### config.mk
export PLATFORM = sky130hd
export DESIGN_NAME = pmr_rx_pins
export DESIGN_NICKNAME = d
export VERILOG_FILES = /design/src/pmr_pkg.sv /design/src/pmr_rx_pins.sv
export SDC_FILE = /design/constraint.sdc
export NUM_CORES = 1
export LEC_CHECK = 0
export BUFFER_PORTS_ARGS = -buffer_cell sky130_fd_sc_hd__buf_2
export CORE_ASPECT_RATIO = 0.9
export CORE_MARGIN = 2
export CORE_UTILIZATION = 35
export CTS_CLUSTER_SIZE = 24
export DETAILED_ROUTE_END_ITERATION = 16
export PLACE_DENSITY_LB_ADDON = 0.12
export SYNTH_ARGS = -nofsm -noshare
export SYNTH_HDL_FRONTEND = slang
export SYNTH_SLANG_ARGS = --single-unit
### constraint.sdc
create_clock -name clk_in -period 3.1 [get_ports clk_in]
set_input_delay 0.31 -clock clk_in [delete_from_list [all_inputs] [get_ports clk_in]]
set_output_delay 0.31 -clock clk_in [all_outputs]
set_load 0.05 [all_outputs]
### src/pmr_pkg.sv
/*
  Constants, field layouts and state types for the MAC-facing receive pins
  and configuration straps of a 10/100 transceiver.
  Assumes one 40 MHz clock for the whole block.
*/
package pmr_pkg;

  localparam int CLK_PERIOD_NS = 25;
  localparam int RXCLK_HALF_10_NS = 200;
  localparam int RXCLK_HALF_100_NS = 20;
  localparam int HALF_10_CYC = (RXCLK_HALF_10_NS / CLK_PERIOD_NS < 1) ? 1 : RXCLK_HALF_10_NS / CLK_PERIOD_NS;
  localparam int HALF_100_CYC = (RXCLK_HALF_100_NS / CLK_PERIOD_NS < 1) ? 1 : RXCLK_HALF_100_NS / CLK_PERIOD_NS;
  localparam logic [3:0] HALF_10_RELOAD = 4'(HALF_10_CYC - 1);
  localparam logic [3:0] HALF_100_RELOAD = 4'(HALF_100_CYC - 1);

  // Register byte addresses
  localparam logic [3:0] ADDR_WAKE_CTRL = 4'h0;
  localparam logic [3:0] ADDR_STATUS = 4'h4;

  // Control word fields
  localparam int CTL_INDICATOR_ONE_LSB = 0;
  localparam int CTL_INDICATOR_TWO_LSB = 2;
  localparam int CTL_EEE = 4;
  localparam int CTL_SYM = 5;
  localparam int CTL_SPD100 = 6;
  localparam int CTL_FDX = 7;
  localparam int CTL_PME_RXD2 = 8;
  localparam logic [1:0] INDICATOR_ONE_SEL_RESET = 2'h0;
  localparam logic [1:0] INDICATOR_TWO_SEL_RESET = 2'h1;

  // Strap vector positions
  localparam int STRAP_MODE0 = 0;
  localparam int STRAP_MODE1 = 1;
  localparam int STRAP_MODE2 = 2;
  localparam int STRAP_AD0 = 3;
  localparam int STRAP_AD2 = 4;
  localparam int STRAP_AD1 = 5;
  localparam int STRAP_RMII = 6;
  localparam int STRAP_CORE_REGULATOR_DISABLE = 7;
  localparam int STRAP_IRQSEL = 8;
  localparam int STRAP_W = 9;
  localparam int CFG_SPD100 = 0;
  localparam int CFG_FDX = 1;

  localparam logic [7:0] SFD_PATTERN = 8'hAB;

  typedef enum logic [1:0] {
    LED_ACTIVITY,
    LED_SPEED,
    LED_IRQ,
    LED_PME
  } pmr_led_e;

  typedef enum logic [1:0] {
    PH_SETTLE,
    PH_FILL,
    PH_SAMPLE,
    PH_RUN
  } pmr_phase_e;

endpackage

### src/pmr_rx_pins.sv
/*
  Receive-side MAC pins, shared strap pins, indicators, interrupt pin and
  management pin buffering, plus an Avalon-MM register slave.
  Assumes the PHY core supplies decoded receive signals on clk_in; the
  strap, management and transmit-error pins arrive asynchronously.
*/
// The Avalon-MM interface to the registers and the register offsets were chosen for this implementation.
`timescale 1ns/100ps
module pmr_rx_pins
(
  input wire logic clk_in,
  input wire logic rst_in,
  input wire logic [3:0] avs_address_in,
  input wire logic avs_read_in,
  input wire logic avs_write_in,
  input wire logic [31:0] avs_writedata_in,
  input wire logic [3:0] avs_byteenable_in,
  output logic [31:0] avs_readdata_out,
  output logic avs_waitrequest_out,
  input wire logic [3:0] rx_data_in,
  input wire logic rx_sym_msb_in,
  input wire logic rx_dv_in,
  input wire logic rx_err_in,
  input wire logic rx_lpi_in,
  input wire logic crs_in,
  input wire logic col_in,
  input wire logic tx_en_in,
  input wire logic link_up_in,
  input wire logic link_act_in,
  input wire logic irq_in,
  input wire logic pme_in,
  input wire logic mdio_drive_in,
  input wire logic mdio_data_in,
  input wire logic [3:0] rxd_pin_in,
  output logic [3:0] rxd_pin_out,
  output logic [3:0] rxd_pin_oe_out,
  input wire logic rxer_pin_in,
  output logic rxer_pin_out,
  output logic rxer_pin_oe_out,
  input wire logic rxclk_pin_in,
  output logic rxclk_pin_out,
  output logic rxclk_pin_oe_out,
  output logic rxdv_pin_out,
  input wire logic col_pin_in,
  output logic col_pin_out,
  output logic col_pin_oe_out,
  output logic crs_pin_out,
  input wire logic indicator_one_in,
  output logic indicator_one_out,
  output logic indicator_one_oe_out,
  input wire logic indicator_two_in,
  output logic indicator_two_out,
  output logic indicator_two_oe_out,
  input wire logic irq_pin_in,
  output logic irq_pin_out,
  output logic irq_pin_oe_out,
  input wire logic mdc_in,
  input wire logic mdio_in,
  output logic mdio_out,
  output logic mdio_oe_out,
  output logic [2:0] phy_config_straps_out,
  output logic [2:0] mgmt_addr_straps_out,
  output logic reduced_iface_select_out,
  output logic irq_pin_function_select_out,
  output logic regulator_enable_out,
  output logic straps_valid_out,
  output logic tx_err_out,
  output logic mdc_rise_out,
  output logic mdio_sample_out,
  output logic rx_strobe_out
);
  import pmr_pkg::*;

  typedef struct packed {
    pmr_phase_e phase;
    logic [STRAP_W-1:0] strap_s1;
    logic [STRAP_W-1:0] strap_s2;
    logic [2:0] cfg;
    logic [2:0] addr;
    logic rmii;
    logic irqsel;
    logic reg_en;
    pmr_led_e indicator_one_sel;
    pmr_led_e indicator_two_sel;
    logic eee_en;
    logic sym_mode;
    logic spd100;
    logic fdx;
    logic pme_rxd2;
    logic [3:0] div_cnt;
    logic rxclk;
    logic rx_strobe;
    logic sfd_seen;
    logic [7:0] sfd_sr;
    logic [3:0] rxd;
    logic [3:0] rxd_oe;
    logic rxclk_oe, txer;
    logic rxer;
    logic rxdv;
    logic col;
    logic crs;
    logic drv_en;
    logic indicator_one;
    logic indicator_two;
    logic irq_pin;
    logic irq_oe;
    logic [2:0] mdc_s;
    logic [1:0] mdio_s;
    logic [1:0] txer_s;
    logic mdc_rise;
    logic mdio_o;
    logic mdio_oe;
    logic waitreq;
    logic [31:0] rdata;
  } pmr_state_s;

  pmr_state_s st;
  pmr_state_s next_st;
  logic [STRAP_W-1:0] strap_raw;
  logic fall_tick;
  logic rmii10;
  logic [3:0] rx_word;
  logic [7:0] shifted_sr;
  logic irq_n;
  logic pme_n;

  assign strap_raw = {indicator_two_in, indicator_one_in, rxd_pin_in[2], rxclk_pin_in, rxd_pin_in[3],
                      rxer_pin_in, col_pin_in, rxd_pin_in[1], rxd_pin_in[0]};
  assign irq_n = ~irq_in;
  assign pme_n = ~pme_in;

  function automatic logic led_value(input pmr_led_e sel, input logic act, input logic spd,
                                     input logic irqn, input logic pmen);
    case (sel)
      LED_ACTIVITY: led_value = act;
      LED_SPEED: led_value = spd;
      LED_IRQ: led_value = irqn;
      default: led_value = pmen;
    endcase
  endfunction

  always_comb
  begin
    next_st = st;
    fall_tick = (st.div_cnt == 4'h0) && st.rxclk;
    rmii10 = st.rmii && !st.spd100;
    rx_word = 4'h0;
    shifted_sr = {st.sfd_sr[5:0], rx_data_in[0], rx_data_in[1]};

    // Second stage is the only reader of each first stage
    next_st.strap_s1 = strap_raw;
    next_st.strap_s2 = st.strap_s1;
    next_st.mdc_s = {st.mdc_s[1:0], mdc_in};
    next_st.mdio_s = {st.mdio_s[0], mdio_in};
    next_st.txer_s = {st.txer_s[0], irq_pin_in};
    next_st.mdc_rise = st.mdc_s[1] && !st.mdc_s[2];
    next_st.txer = st.txer_s[1] && !st.irqsel;

    // Straps: two cycles to fill the synchroniser, then latch once per reset
    case (st.phase)
      PH_SETTLE: next_st.phase = PH_FILL;
      PH_FILL: next_st.phase = PH_SAMPLE;
      PH_SAMPLE:
      begin
        next_st.phase = PH_RUN;
        next_st.cfg = {st.strap_s2[STRAP_MODE2], st.strap_s2[STRAP_MODE1], st.strap_s2[STRAP_MODE0]};
        next_st.addr = {st.strap_s2[STRAP_AD2], st.strap_s2[STRAP_AD1], st.strap_s2[STRAP_AD0]};
        next_st.rmii = st.strap_s2[STRAP_RMII];
        next_st.irqsel = st.strap_s2[STRAP_IRQSEL];
        next_st.reg_en = !st.strap_s2[STRAP_CORE_REGULATOR_DISABLE];
        next_st.spd100 = st.strap_s2[STRAP_MODE0 + CFG_SPD100];
        next_st.fdx = st.strap_s2[STRAP_MODE0 + CFG_FDX];
        next_st.drv_en = 1'b1;
      end
      PH_RUN: next_st.phase = PH_RUN;
      default: next_st.phase = PH_SETTLE;
    endcase

    // Receive clock divider; at 40 MHz the 100 Mb/s rate is the nearest reachable
    if (st.div_cnt == 4'h0)
    begin
      next_st.rxclk = !st.rxclk;
      next_st.div_cnt = st.spd100 ? HALF_100_RELOAD : HALF_10_RELOAD;
    end
    else
    begin
      next_st.div_cnt = st.div_cnt - 4'h1;
    end

    next_st.rx_strobe = fall_tick;
    // Receive pins change only at the falling receive clock edge
    if (fall_tick)
    begin
      if (st.rmii)
      begin
        rx_word = {2'b00, rx_data_in[1:0]};
        if (rmii10)
        begin
          if (!rx_dv_in)
          begin
            next_st.sfd_seen = 1'b0;
            next_st.sfd_sr = 8'h00;
          end
          else
          begin
            next_st.sfd_sr = shifted_sr;
            if (shifted_sr == SFD_PATTERN)
            begin
              next_st.sfd_seen = 1'b1;
            end
          end
          if (!st.sfd_seen || (!st.fdx && tx_en_in))
          begin
            rx_word = 4'h0;
          end
        end
        next_st.col = crs_in || rx_dv_in;
        next_st.crs = 1'b0;
      end
      else
      begin
        rx_word = rx_data_in;
        next_st.col = col_in;
        next_st.crs = crs_in;
      end
      next_st.rxd = rx_word;
      next_st.rxdv = rx_dv_in;
      if (st.sym_mode)
      begin
        next_st.rxer = rx_sym_msb_in;
      end
      else if (rx_dv_in)
      begin
        next_st.rxer = rx_err_in;
      end
      else
      begin
        next_st.rxer = st.eee_en && rx_lpi_in;
      end
      if (st.rmii && st.pme_rxd2)
      begin
        next_st.rxd[2] = pme_n;
      end
    end

    // Output drivers stay off until straps are latched
    next_st.rxd_oe = st.drv_en ? (st.rmii ? {1'b0, st.pme_rxd2, 2'b11} : 4'hF) : 4'h0;
    next_st.rxclk_oe = st.drv_en && !st.rmii;
    next_st.indicator_one = led_value(st.indicator_one_sel, link_act_in, st.spd100, irq_n, pme_n);
    next_st.indicator_two = led_value(st.indicator_two_sel, link_act_in, st.spd100, irq_n, pme_n);
    // Open-drain interrupt: only ever pulls low
    next_st.irq_pin = 1'b0;
    next_st.irq_oe = st.drv_en && st.irqsel && irq_in && (st.indicator_one_sel != LED_IRQ)
                     && (st.indicator_two_sel != LED_IRQ);
    next_st.mdio_o = mdio_data_in;
    next_st.mdio_oe = st.drv_en && mdio_drive_in;

    // Avalon slave: one wait cycle, answer on the next
    next_st.waitreq = !((avs_read_in || avs_write_in) && st.waitreq);
    if ((avs_read_in || avs_write_in) && st.waitreq)
    begin
      next_st.rdata = 32'h0;
      if (avs_write_in && (avs_address_in == ADDR_WAKE_CTRL))
      begin
        if (avs_byteenable_in[0])
        begin
          next_st.indicator_one_sel = pmr_led_e'(avs_writedata_in[CTL_INDICATOR_ONE_LSB +: 2]);
          next_st.indicator_two_sel = pmr_led_e'(avs_writedata_in[CTL_INDICATOR_TWO_LSB +: 2]);
          next_st.eee_en = avs_writedata_in[CTL_EEE];
          next_st.sym_mode = avs_writedata_in[CTL_SYM];
          next_st.spd100 = avs_writedata_in[CTL_SPD100];
          next_st.fdx = avs_writedata_in[CTL_FDX];
        end
        if (avs_byteenable_in[1])
        begin
          next_st.pme_rxd2 = avs_writedata_in[CTL_PME_RXD2];
        end
      end
      else if (avs_read_in && (avs_address_in == ADDR_WAKE_CTRL))
      begin
        next_st.rdata[CTL_INDICATOR_ONE_LSB +: 2] = st.indicator_one_sel;
        next_st.rdata[CTL_INDICATOR_TWO_LSB +: 2] = st.indicator_two_sel;
        next_st.rdata[CTL_EEE] = st.eee_en;
        next_st.rdata[CTL_SYM] = st.sym_mode;
        next_st.rdata[CTL_SPD100] = st.spd100;
        next_st.rdata[CTL_FDX] = st.fdx;
        next_st.rdata[CTL_PME_RXD2] = st.pme_rxd2;
      end
      else if (avs_read_in && (avs_address_in == ADDR_STATUS))
      begin
        next_st.rdata[12:0] = {link_up_in, rx_dv_in, crs_in, st.phase == PH_RUN, !st.reg_en, st.irqsel,
                               st.rmii, st.addr, st.cfg};
      end
    end
  end

  always_ff @(posedge clk_in or posedge rst_in)
  begin
    if (rst_in)
    begin
      st <= '0;
      st.phase <= PH_SETTLE;
      st.indicator_one_sel <= pmr_led_e'(INDICATOR_ONE_SEL_RESET);
      st.indicator_two_sel <= pmr_led_e'(INDICATOR_TWO_SEL_RESET);
      st.irqsel <= 1'b1;
      st.waitreq <= 1'b1;
      st.reg_en <= 1'b1;
    end
    else
    begin
      st <= next_st;
    end
  end

  assign avs_readdata_out = st.rdata;
  assign avs_waitrequest_out = st.waitreq;
  assign rxd_pin_out = st.rxd;
  assign rxd_pin_oe_out = st.rxd_oe;
  assign rxer_pin_out = st.rxer;
  assign rxer_pin_oe_out = st.drv_en;
  assign rxclk_pin_out = st.rxclk;
  assign rxclk_pin_oe_out = st.rxclk_oe;
  assign rxdv_pin_out = st.rxdv;
  assign col_pin_out = st.col;
  assign col_pin_oe_out = st.drv_en;
  assign crs_pin_out = st.crs;
  assign indicator_one_out = st.indicator_one;
  assign indicator_one_oe_out = st.drv_en;
  assign indicator_two_out = st.indicator_two;
  assign indicator_two_oe_out = st.drv_en;
  assign irq_pin_out = st.irq_pin;
  assign irq_pin_oe_out = st.irq_oe;
  assign mdio_out = st.mdio_o;
  assign mdio_oe_out = st.mdio_oe;
  assign phy_config_straps_out = st.cfg;
  assign mgmt_addr_straps_out = st.addr;
  assign reduced_iface_select_out = st.rmii;
  assign irq_pin_function_select_out = st.irqsel;
  assign regulator_enable_out = st.reg_en;
  assign straps_valid_out = st.drv_en;
  assign tx_err_out = st.txer;
  assign mdc_rise_out = st.mdc_rise;
  assign mdio_sample_out = st.mdio_s[1];
  assign rx_strobe_out = st.rx_strobe;
endmodule // pmr_rx_pins

==> flow_metrics.env, run 1 <==
export IMPL_status="finished, final reports clean"
export IMPL_fin_worst_skew_ns=0.0101
export IMPL_timing_hold_ws_ns=0.0516
export IMPL_cp_buffers_inverters=0
export IMPL_synthToLayoutAreaGrowth_pct=17.1
export IMPL_syn_cell_area_sq_um=3790
export IMPL_setup_viol_count_final=0
export IMPL_grt_max_degree=52
export IMPL_layout_cells_non_filler=530
export IMPL_drt_pass1_iterations=4
export IMPL_cts_reportedPaths_clkPinSlew_ns=0.07
export IMPL_antenna_found_initial=0
export IMPL_diodes=0
export IMPL_nets=466
export IMPL_io_pins=144
export IMPL_fin_crit_sh=0.574
export IMPL_cp_required_ns=3.32
export IMPL_peakVddDrop_mv=0.326
export IMPL_die_x_um=114
export IMPL_synth_edf_count=0
export IMPL_critPathLaunchType="flip-flop"
export IMPL_synth_seq_area_share=0.602
export IMPL_synthArstFlopShare=1.00
export IMPL_core_area_sq_um=10700
export IMPL_fin_tns_setup_ns=0
export IMPL_cts_tree="built"
export IMPL_portBuffers=98
export IMPL_max_freq_mhz=562
export IMPL_post_route_drc_count=0
export IMPL_vias=2363
export IMPL_cp_end_kind="flip-flop"
export IMPL_ys_flop_type="dfrtp_1"
export IMPL_tightest_slew_ns=0.651
export IMPL_power_uw=3490
export IMPL_root_buffer="clkbuf_16"
export IMPL_clock_latency_ns=0.34
export IMPL_rsz0062_at_grt="false"
export IMPL_slowest_stage="dfstp_2"
export IMPL_synth_seq_cells=91
export IMPL_die_h_um=103
export IMPL_grt_use_total=0.134
export IMPL_leakagePower_uw=0.00213
export IMPL_drtIter0Drc=68
export IMPL_layout_drive_gt1_share=0.365
export IMPL_crit_fanout=8
export IMPL_post_route_util=0.416
export IMPL_num_rows=36
export IMPL_path_delay_family="simple AND/OR/NAND/NOR gates"
export IMPL_clkSinkCount=91
export IMPL_slew_viol_final=0
export IMPL_die_area_sq_um=11700
export IMPL_cts_setup_buffers=0
export IMPL_cts_buffers_inserted=9
export IMPL_grt_pass1_wl_um=11700
export IMPL_ant_nets=0
export IMPL_yosys_warnings=0
export IMPL_h_tree_depth=3
export IMPL_viasPerCell=4.46
export IMPL_holdBufCountCts=0
export IMPL_avgSynthCellArea_sq_um=11.7
export IMPL_ys_types=42
export IMPL_path_class="reg -> reg"
export IMPL_cts_buffer_depth=2
export IMPL_hpwl_um=5360
export IMPL_path_cells="nor4b_4 -> and3_1 -> mux2_2"
export IMPL_totalWireLength_um=7520
export IMPL_synthCells=323
export IMPL_first_global_vias=2272
export IMPL_cp_slowest_stage_delay_ns=0.53
export IMPL_start_util=0.355
export IMPL_relSlewSlack=0.566
export IMPL_overflow=0
export IMPL_cts_resized=0
export IMPL_cap_violations=0
export IMPL_cellPowerDensity_nw_per_um2=785
export IMPL_arrival_ns=2.00
export IMPL_finalHoldViolCount=0
export IMPL_period_minus_slack_ns=1.78
export IMPL_routabilityCongestion=0.713
export IMPL_hold_path_class="in -> async"
export IMPL_placed_cells=514
export IMPL_wl_per_cell_um=14.2
metal layers:
| layer | track usage | wire, um |
|---|---|---|
| met5 | 0 | 0 |
| met4 | 0.0469 | 123 |
| met3 | 0.0453 | 453 |
| met2 | 0.214 | 3600 |
| met1 | 0.172 | 3350 |
worst register-to-register path, stage by stage (launching register included):
cell	delay (ns)
dfstp_2	0.53
nor4b_4	0.23
and3_1	0.51
mux2_2	0.39
final timing paths:
path                                     startpoint                  end  slack (ns)  cells past startpoint
worst min register to register         next_st[101]              st[101]        0.35                      0
worst max register to register  avs_waitrequest_out               st[78]        1.32                      3
min in group clk_in                      col_pin_in          next_st[97]        0.07                      1
worst max-delay path            avs_waitrequest_out               st[78]        1.32                      3
max in group asynchronous                    rst_in  avs_waitrequest_out        2.31                      3
worst min-delay path                         rst_in             mdio_out        0.05                      2
through the flow:
stage	setup WS [ns]	instance area [sq um]
2_1_floorplan	0.433	3860
3_3_place_gp	1.33	4120
3_5_place_dp	1.31	4120
4_1_cts	1.30	4440
5_1_grt	1.25	4440
6_report	1.32	4440
final cells by class:
class,instances,area [sq um]
Multi-Input combinational cell,178,1100
Inverter,11,43.8
Tap cell,133,166
Fill cell,1052,6230
Clock inverter,6,96.3
Sequential cell,91,2280
Clock buffer,10,229
Timing Repair Buffer,101,526
state kept, by name, summed over array words and instances (netlist names), 2 cells and up:
register,cells
next_st,13
rxd_pin_out,4
st,27
shifted_sr,6
phy_config_straps_out,3
rxd_pin_oe_out,2
mgmt_addr_straps_out,3
avs_readdata_out,13
synthesized netlist by cell type, types with 2 or more instances:
master | instances | share of area
dfrtp_1 | 87 | 0.57
buf_4 | 52 | 0.10
nand2_1 | 37 | 0.037
o21ai_0 | 31 | 0.041
mux2_2 | 19 | 0.056
nand2b_1 | 12 | 0.020
a21oi_1 | 11 | 0.015
inv_1 | 10 | 0.0099
nor3b_1 | 8 | 0.016
buf_2 | 7 | 0.0092
nor2b_1 | 5 | 0.0082
dfstp_2 | 4 | 0.028
nand3_1 | 4 | 0.0053
clkbuf_1 | 2 | 0.0020
mux2i_1 | 2 | 0.0053
mux4_2 | 2 | 0.012
nor2_1 | 2 | 0.0020
nor3_1 | 2 | 0.0026
o31ai_1 | 2 | 0.0040
or3_1 | 2 | 0.0033
logic make-up after synthesis:
kind of cell / synth area share
flip-flops: 0.602
other: 0.000988
XOR/XNOR: 0.00231
AO/OA/AOI/OAI: 0.0768
AND/OR/NAND/NOR: 0.113
adder cells (fa/ha/maj): 0.00330
buffers and inverters: 0.128
multiplexers: 0.0735
layout by cell type, fill, tap and decap left out, drive strengths merged, types with 2 or more instances in the layout:
cell / Yosys / routed
buf: 60 / 101
nor4b: 2 / 2
o31ai: 2 / 2
a21oi: 11 / 11
mux2: 19 / 19
dfrtp: 87 / 87
o21ai: 32 / 32
nor2: 2 / 2
dfstp: 4 / 4
nor2b: 5 / 5
nor3: 2 / 2
conb: 1 / 20
nor3b: 8 / 8
nand3: 4 / 4
or3: 2 / 2
nand2: 37 / 37
bufinv: 0 / 2
inv: 11 / 14
mux2i: 2 / 2
clkbuf: 2 / 10
or2: 2 / 2
nand2b: 12 / 12
mux4: 2 / 2
power breakdown:
| group | switching (uW) | leakage, uW | total [uW] | internal [uW] |
|---|---|---|---|---|
| registers | 112 | 0.00110 | 1490 | 1380 |
| logic | 573 | 0.000876 | 809 | 236 |
| clock network | 472 | 0.000156 | 1190 | 718 |
| total | 1160 | 0.00213 | 3490 | 2330 |
Note: power is estimated with default switching activity, not from simulation.
==> run 2: changes to the inputs <==
- clock period: 3.1 -> 1.8 ns (I/O delays scaled with it)
==> run 2 against run 1 <==
Combinational power up 77%. Core utilization up 2.0 points. Critical path depth up 1. Sequential cell count unchanged. Setup slack worse by 1.1 ns. Via count up 4.7%. Sequential share of layout area down 2.4 points. Clock power up 84%. Clock-buffer cell count unchanged. Critical path type unchanged. Critical endpoint is now st[79].
==> flow_metrics.env, run 2 (synthesized netlist as in run 1, its figures left out) <==
export IMPL_cellPowerDensity_nw_per_um2=1330
export IMPL_leakagePower_uw=0.00223
export IMPL_crit_fanout=8
export IMPL_max_freq_mhz=616
export IMPL_grt_use_met1=0.186
export IMPL_die_h_um=103
export IMPL_portBuffers=98
export IMPL_drtIter0Drc=89
export IMPL_cts_tree="built"
export IMPL_grt_pass1_wl_um=12600
export IMPL_final_cell_mix="98 x buf_2, 87 x dfrtp_1, 37 x nand2_1"
export IMPL_grtUsageMet2=0.234
export IMPL_switching_share=0.323
export IMPL_diodes=0
export IMPL_drt_pass1_iterations=4
export IMPL_h_tree_depth=3
export IMPL_start_util=0.355
export IMPL_first_global_vias=2418
export IMPL_root_buffer="clkbuf_16"
export IMPL_finalHoldViolCount=0
export IMPL_n_fill_cell=1039
export IMPL_switchingPower_uw=1990
export IMPL_cp_end_kind="flip-flop"
export IMPL_vias=2474
export IMPL_clkSinkCount=91
export IMPL_ant_nets=0
export IMPL_tightest_slew_ns=0.548
export IMPL_slew_viol_final=0
export IMPL_core_area_sq_um=10700
export IMPL_synthToLayoutAreaGrowth_pct=22.7
export IMPL_hpwl_um=5810
export IMPL_num_rows=36
export IMPL_peakVddDrop_mv=0.495
export IMPL_cts_setup_buffers=0
export IMPL_fin_crit_sh=0.902
export IMPL_slowest_stage="dfstp_2"
export IMPL_grt_max_degree=31
export IMPL_grt_use_total=0.143
export IMPL_pwr_share_clk=0.354
export IMPL_cts_buffers_inserted=9
export IMPL_critPathLaunchType="flip-flop"
export IMPL_gr_usage_met3=0.0400
export IMPL_post_route_drc_count=0
export IMPL_largest_register="st"
export IMPL_timing_hold_ws_ns=0.0568
export IMPL_rsz0062_at_grt="false"
export IMPL_status="finished, final reports clean"
export IMPL_cap_violations=0
export IMPL_arrival_ns=1.84
export IMPL_pwr_share_seq=0.414
export IMPL_totalWireLength_um=7880
export IMPL_wl_per_cell_um=14.4
export IMPL_routabilityCongestion=0.721
export IMPL_relSlewSlack=0.634
export IMPL_path_class="reg -> reg"
export IMPL_io_pins=144
export IMPL_hold_path_class="in -> reg"
export IMPL_nets=485
export IMPL_power_frac_comb=0.232
export IMPL_fin_tns_setup_ns=0
export IMPL_cp_slowest_stage_delay_ns=0.54
export IMPL_cp_required_ns=2.02
export IMPL_cts_resized=0
export IMPL_antenna_found_initial=0
export IMPL_viasPerCell=4.51
export IMPL_path_cells="nor4b_4 -> and3_1 -> buf_4 -> mux2_2"
export IMPL_layout_drive_gt1_share=0.361
export IMPL_die_area_sq_um=11700
export IMPL_layout_commonest_cell="buf_2"
export IMPL_overflow=0
export IMPL_grt_busiest_layer="met2"
export IMPL_fin_worst_skew_ns=0.0100
export IMPL_setup_viol_count_final=0
export IMPL_largest_register_ffs=27
export IMPL_die_x_um=114
export IMPL_p_int_uw=4180
export IMPL_clock_latency_ns=0.33
export IMPL_period_minus_slack_ns=1.62
export IMPL_cts_buffer_depth=2
export IMPL_cts_reportedPaths_clkPinSlew_ns=0.07
## run 2: changes by cell type in the layout (fill, tap and decap cells not counted), sizes merged
| cell | previous run | this run |
|---|---|---|
| dlygate4sd3 | 0 | 14 |
| bufinv | 2 | 3 |
| inv | 14 | 13 |
| buf | 101 | 106 |
## run 2: path summary, 6_finish.rpt
path / start / to / slack (ns) / cells after the start
max: avs_waitrequest_out / st[79] / 0.18 / 4
min reg2reg: next_st[97] / st[97] / 0.35 / 0
max reg2reg: avs_waitrequest_out / st[79] / 0.18 / 4
min: mdio_drive_in / mdio_oe_out / 0.06 / 2
max in group asynchronous: rst_in / next_st[100] / 0.75 / 4
min in group asynchronous: rst_in / st[37] / 0.44 / 3
## run 2: power groups by stage
stage	clock (uW)	combinational (uW)	sequential, uW
after detailed placement	0	1430	2600
after CTS	2250	1450	2560
after floorplan	0	925	2840
after global placement	0	1400	2590
after global routing	2340	1560	2610
final	2190	1430	2560
## run 2: timing repair
item,in CTS,in global routing
hold buffers,14,0
setup endpoints to repair,0,0
endpoints found under the hold margin,29,0
## run 2: final cells by class
class                           instances  area (sq um)  area share
Sequential cell                        91          2280       0.490
Multi-Input combinational cell        178          1100       0.236
Timing Repair Buffer                  120           716       0.154
Clock buffer                           10           229      0.0492
Tap cell                              133           166      0.0358
Clock inverter                          6           119      0.0255
Inverter                               11          45.0     0.00968
## run 2: per-stage QoR
| step | utilization | total power [uW] | setup WS [ns] | cell area [sq um] | cells |
|---|---|---|---|---|---|
| finish | 0.436 | 6170 | 0.177 | 4650 | 549 |
| detailed placement | 0.390 | 4030 | 0.182 | 4170 | 519 |
| global placement | 0.390 | 4000 | 0.193 | 4170 | 519 |
| floorplan | - | 3770 | 0.0930 | 3870 | 342 |
| CTS | 0.436 | 6260 | 0.175 | 4650 | 549 |
| global route | 0.436 | 6510 | 0.0723 | 4650 | 549 |
## run 2: routing by layer
layer  part of all wire  up-vias  wire (um)
li1                   -     1183          -
met1               0.46     1222       3620
met2               0.48       64       3800
met3              0.049        5        389
met4             0.0089        0         70
met5                  0        -          0
## run 2: critical path: cells and delay by family (launching register included)
family	cells	cell delay, ns
buffers and inverters	1	0.18
flip-flops	1	0.54
multiplexers	1	0.34
AND/OR/NAND/NOR	2	0.45
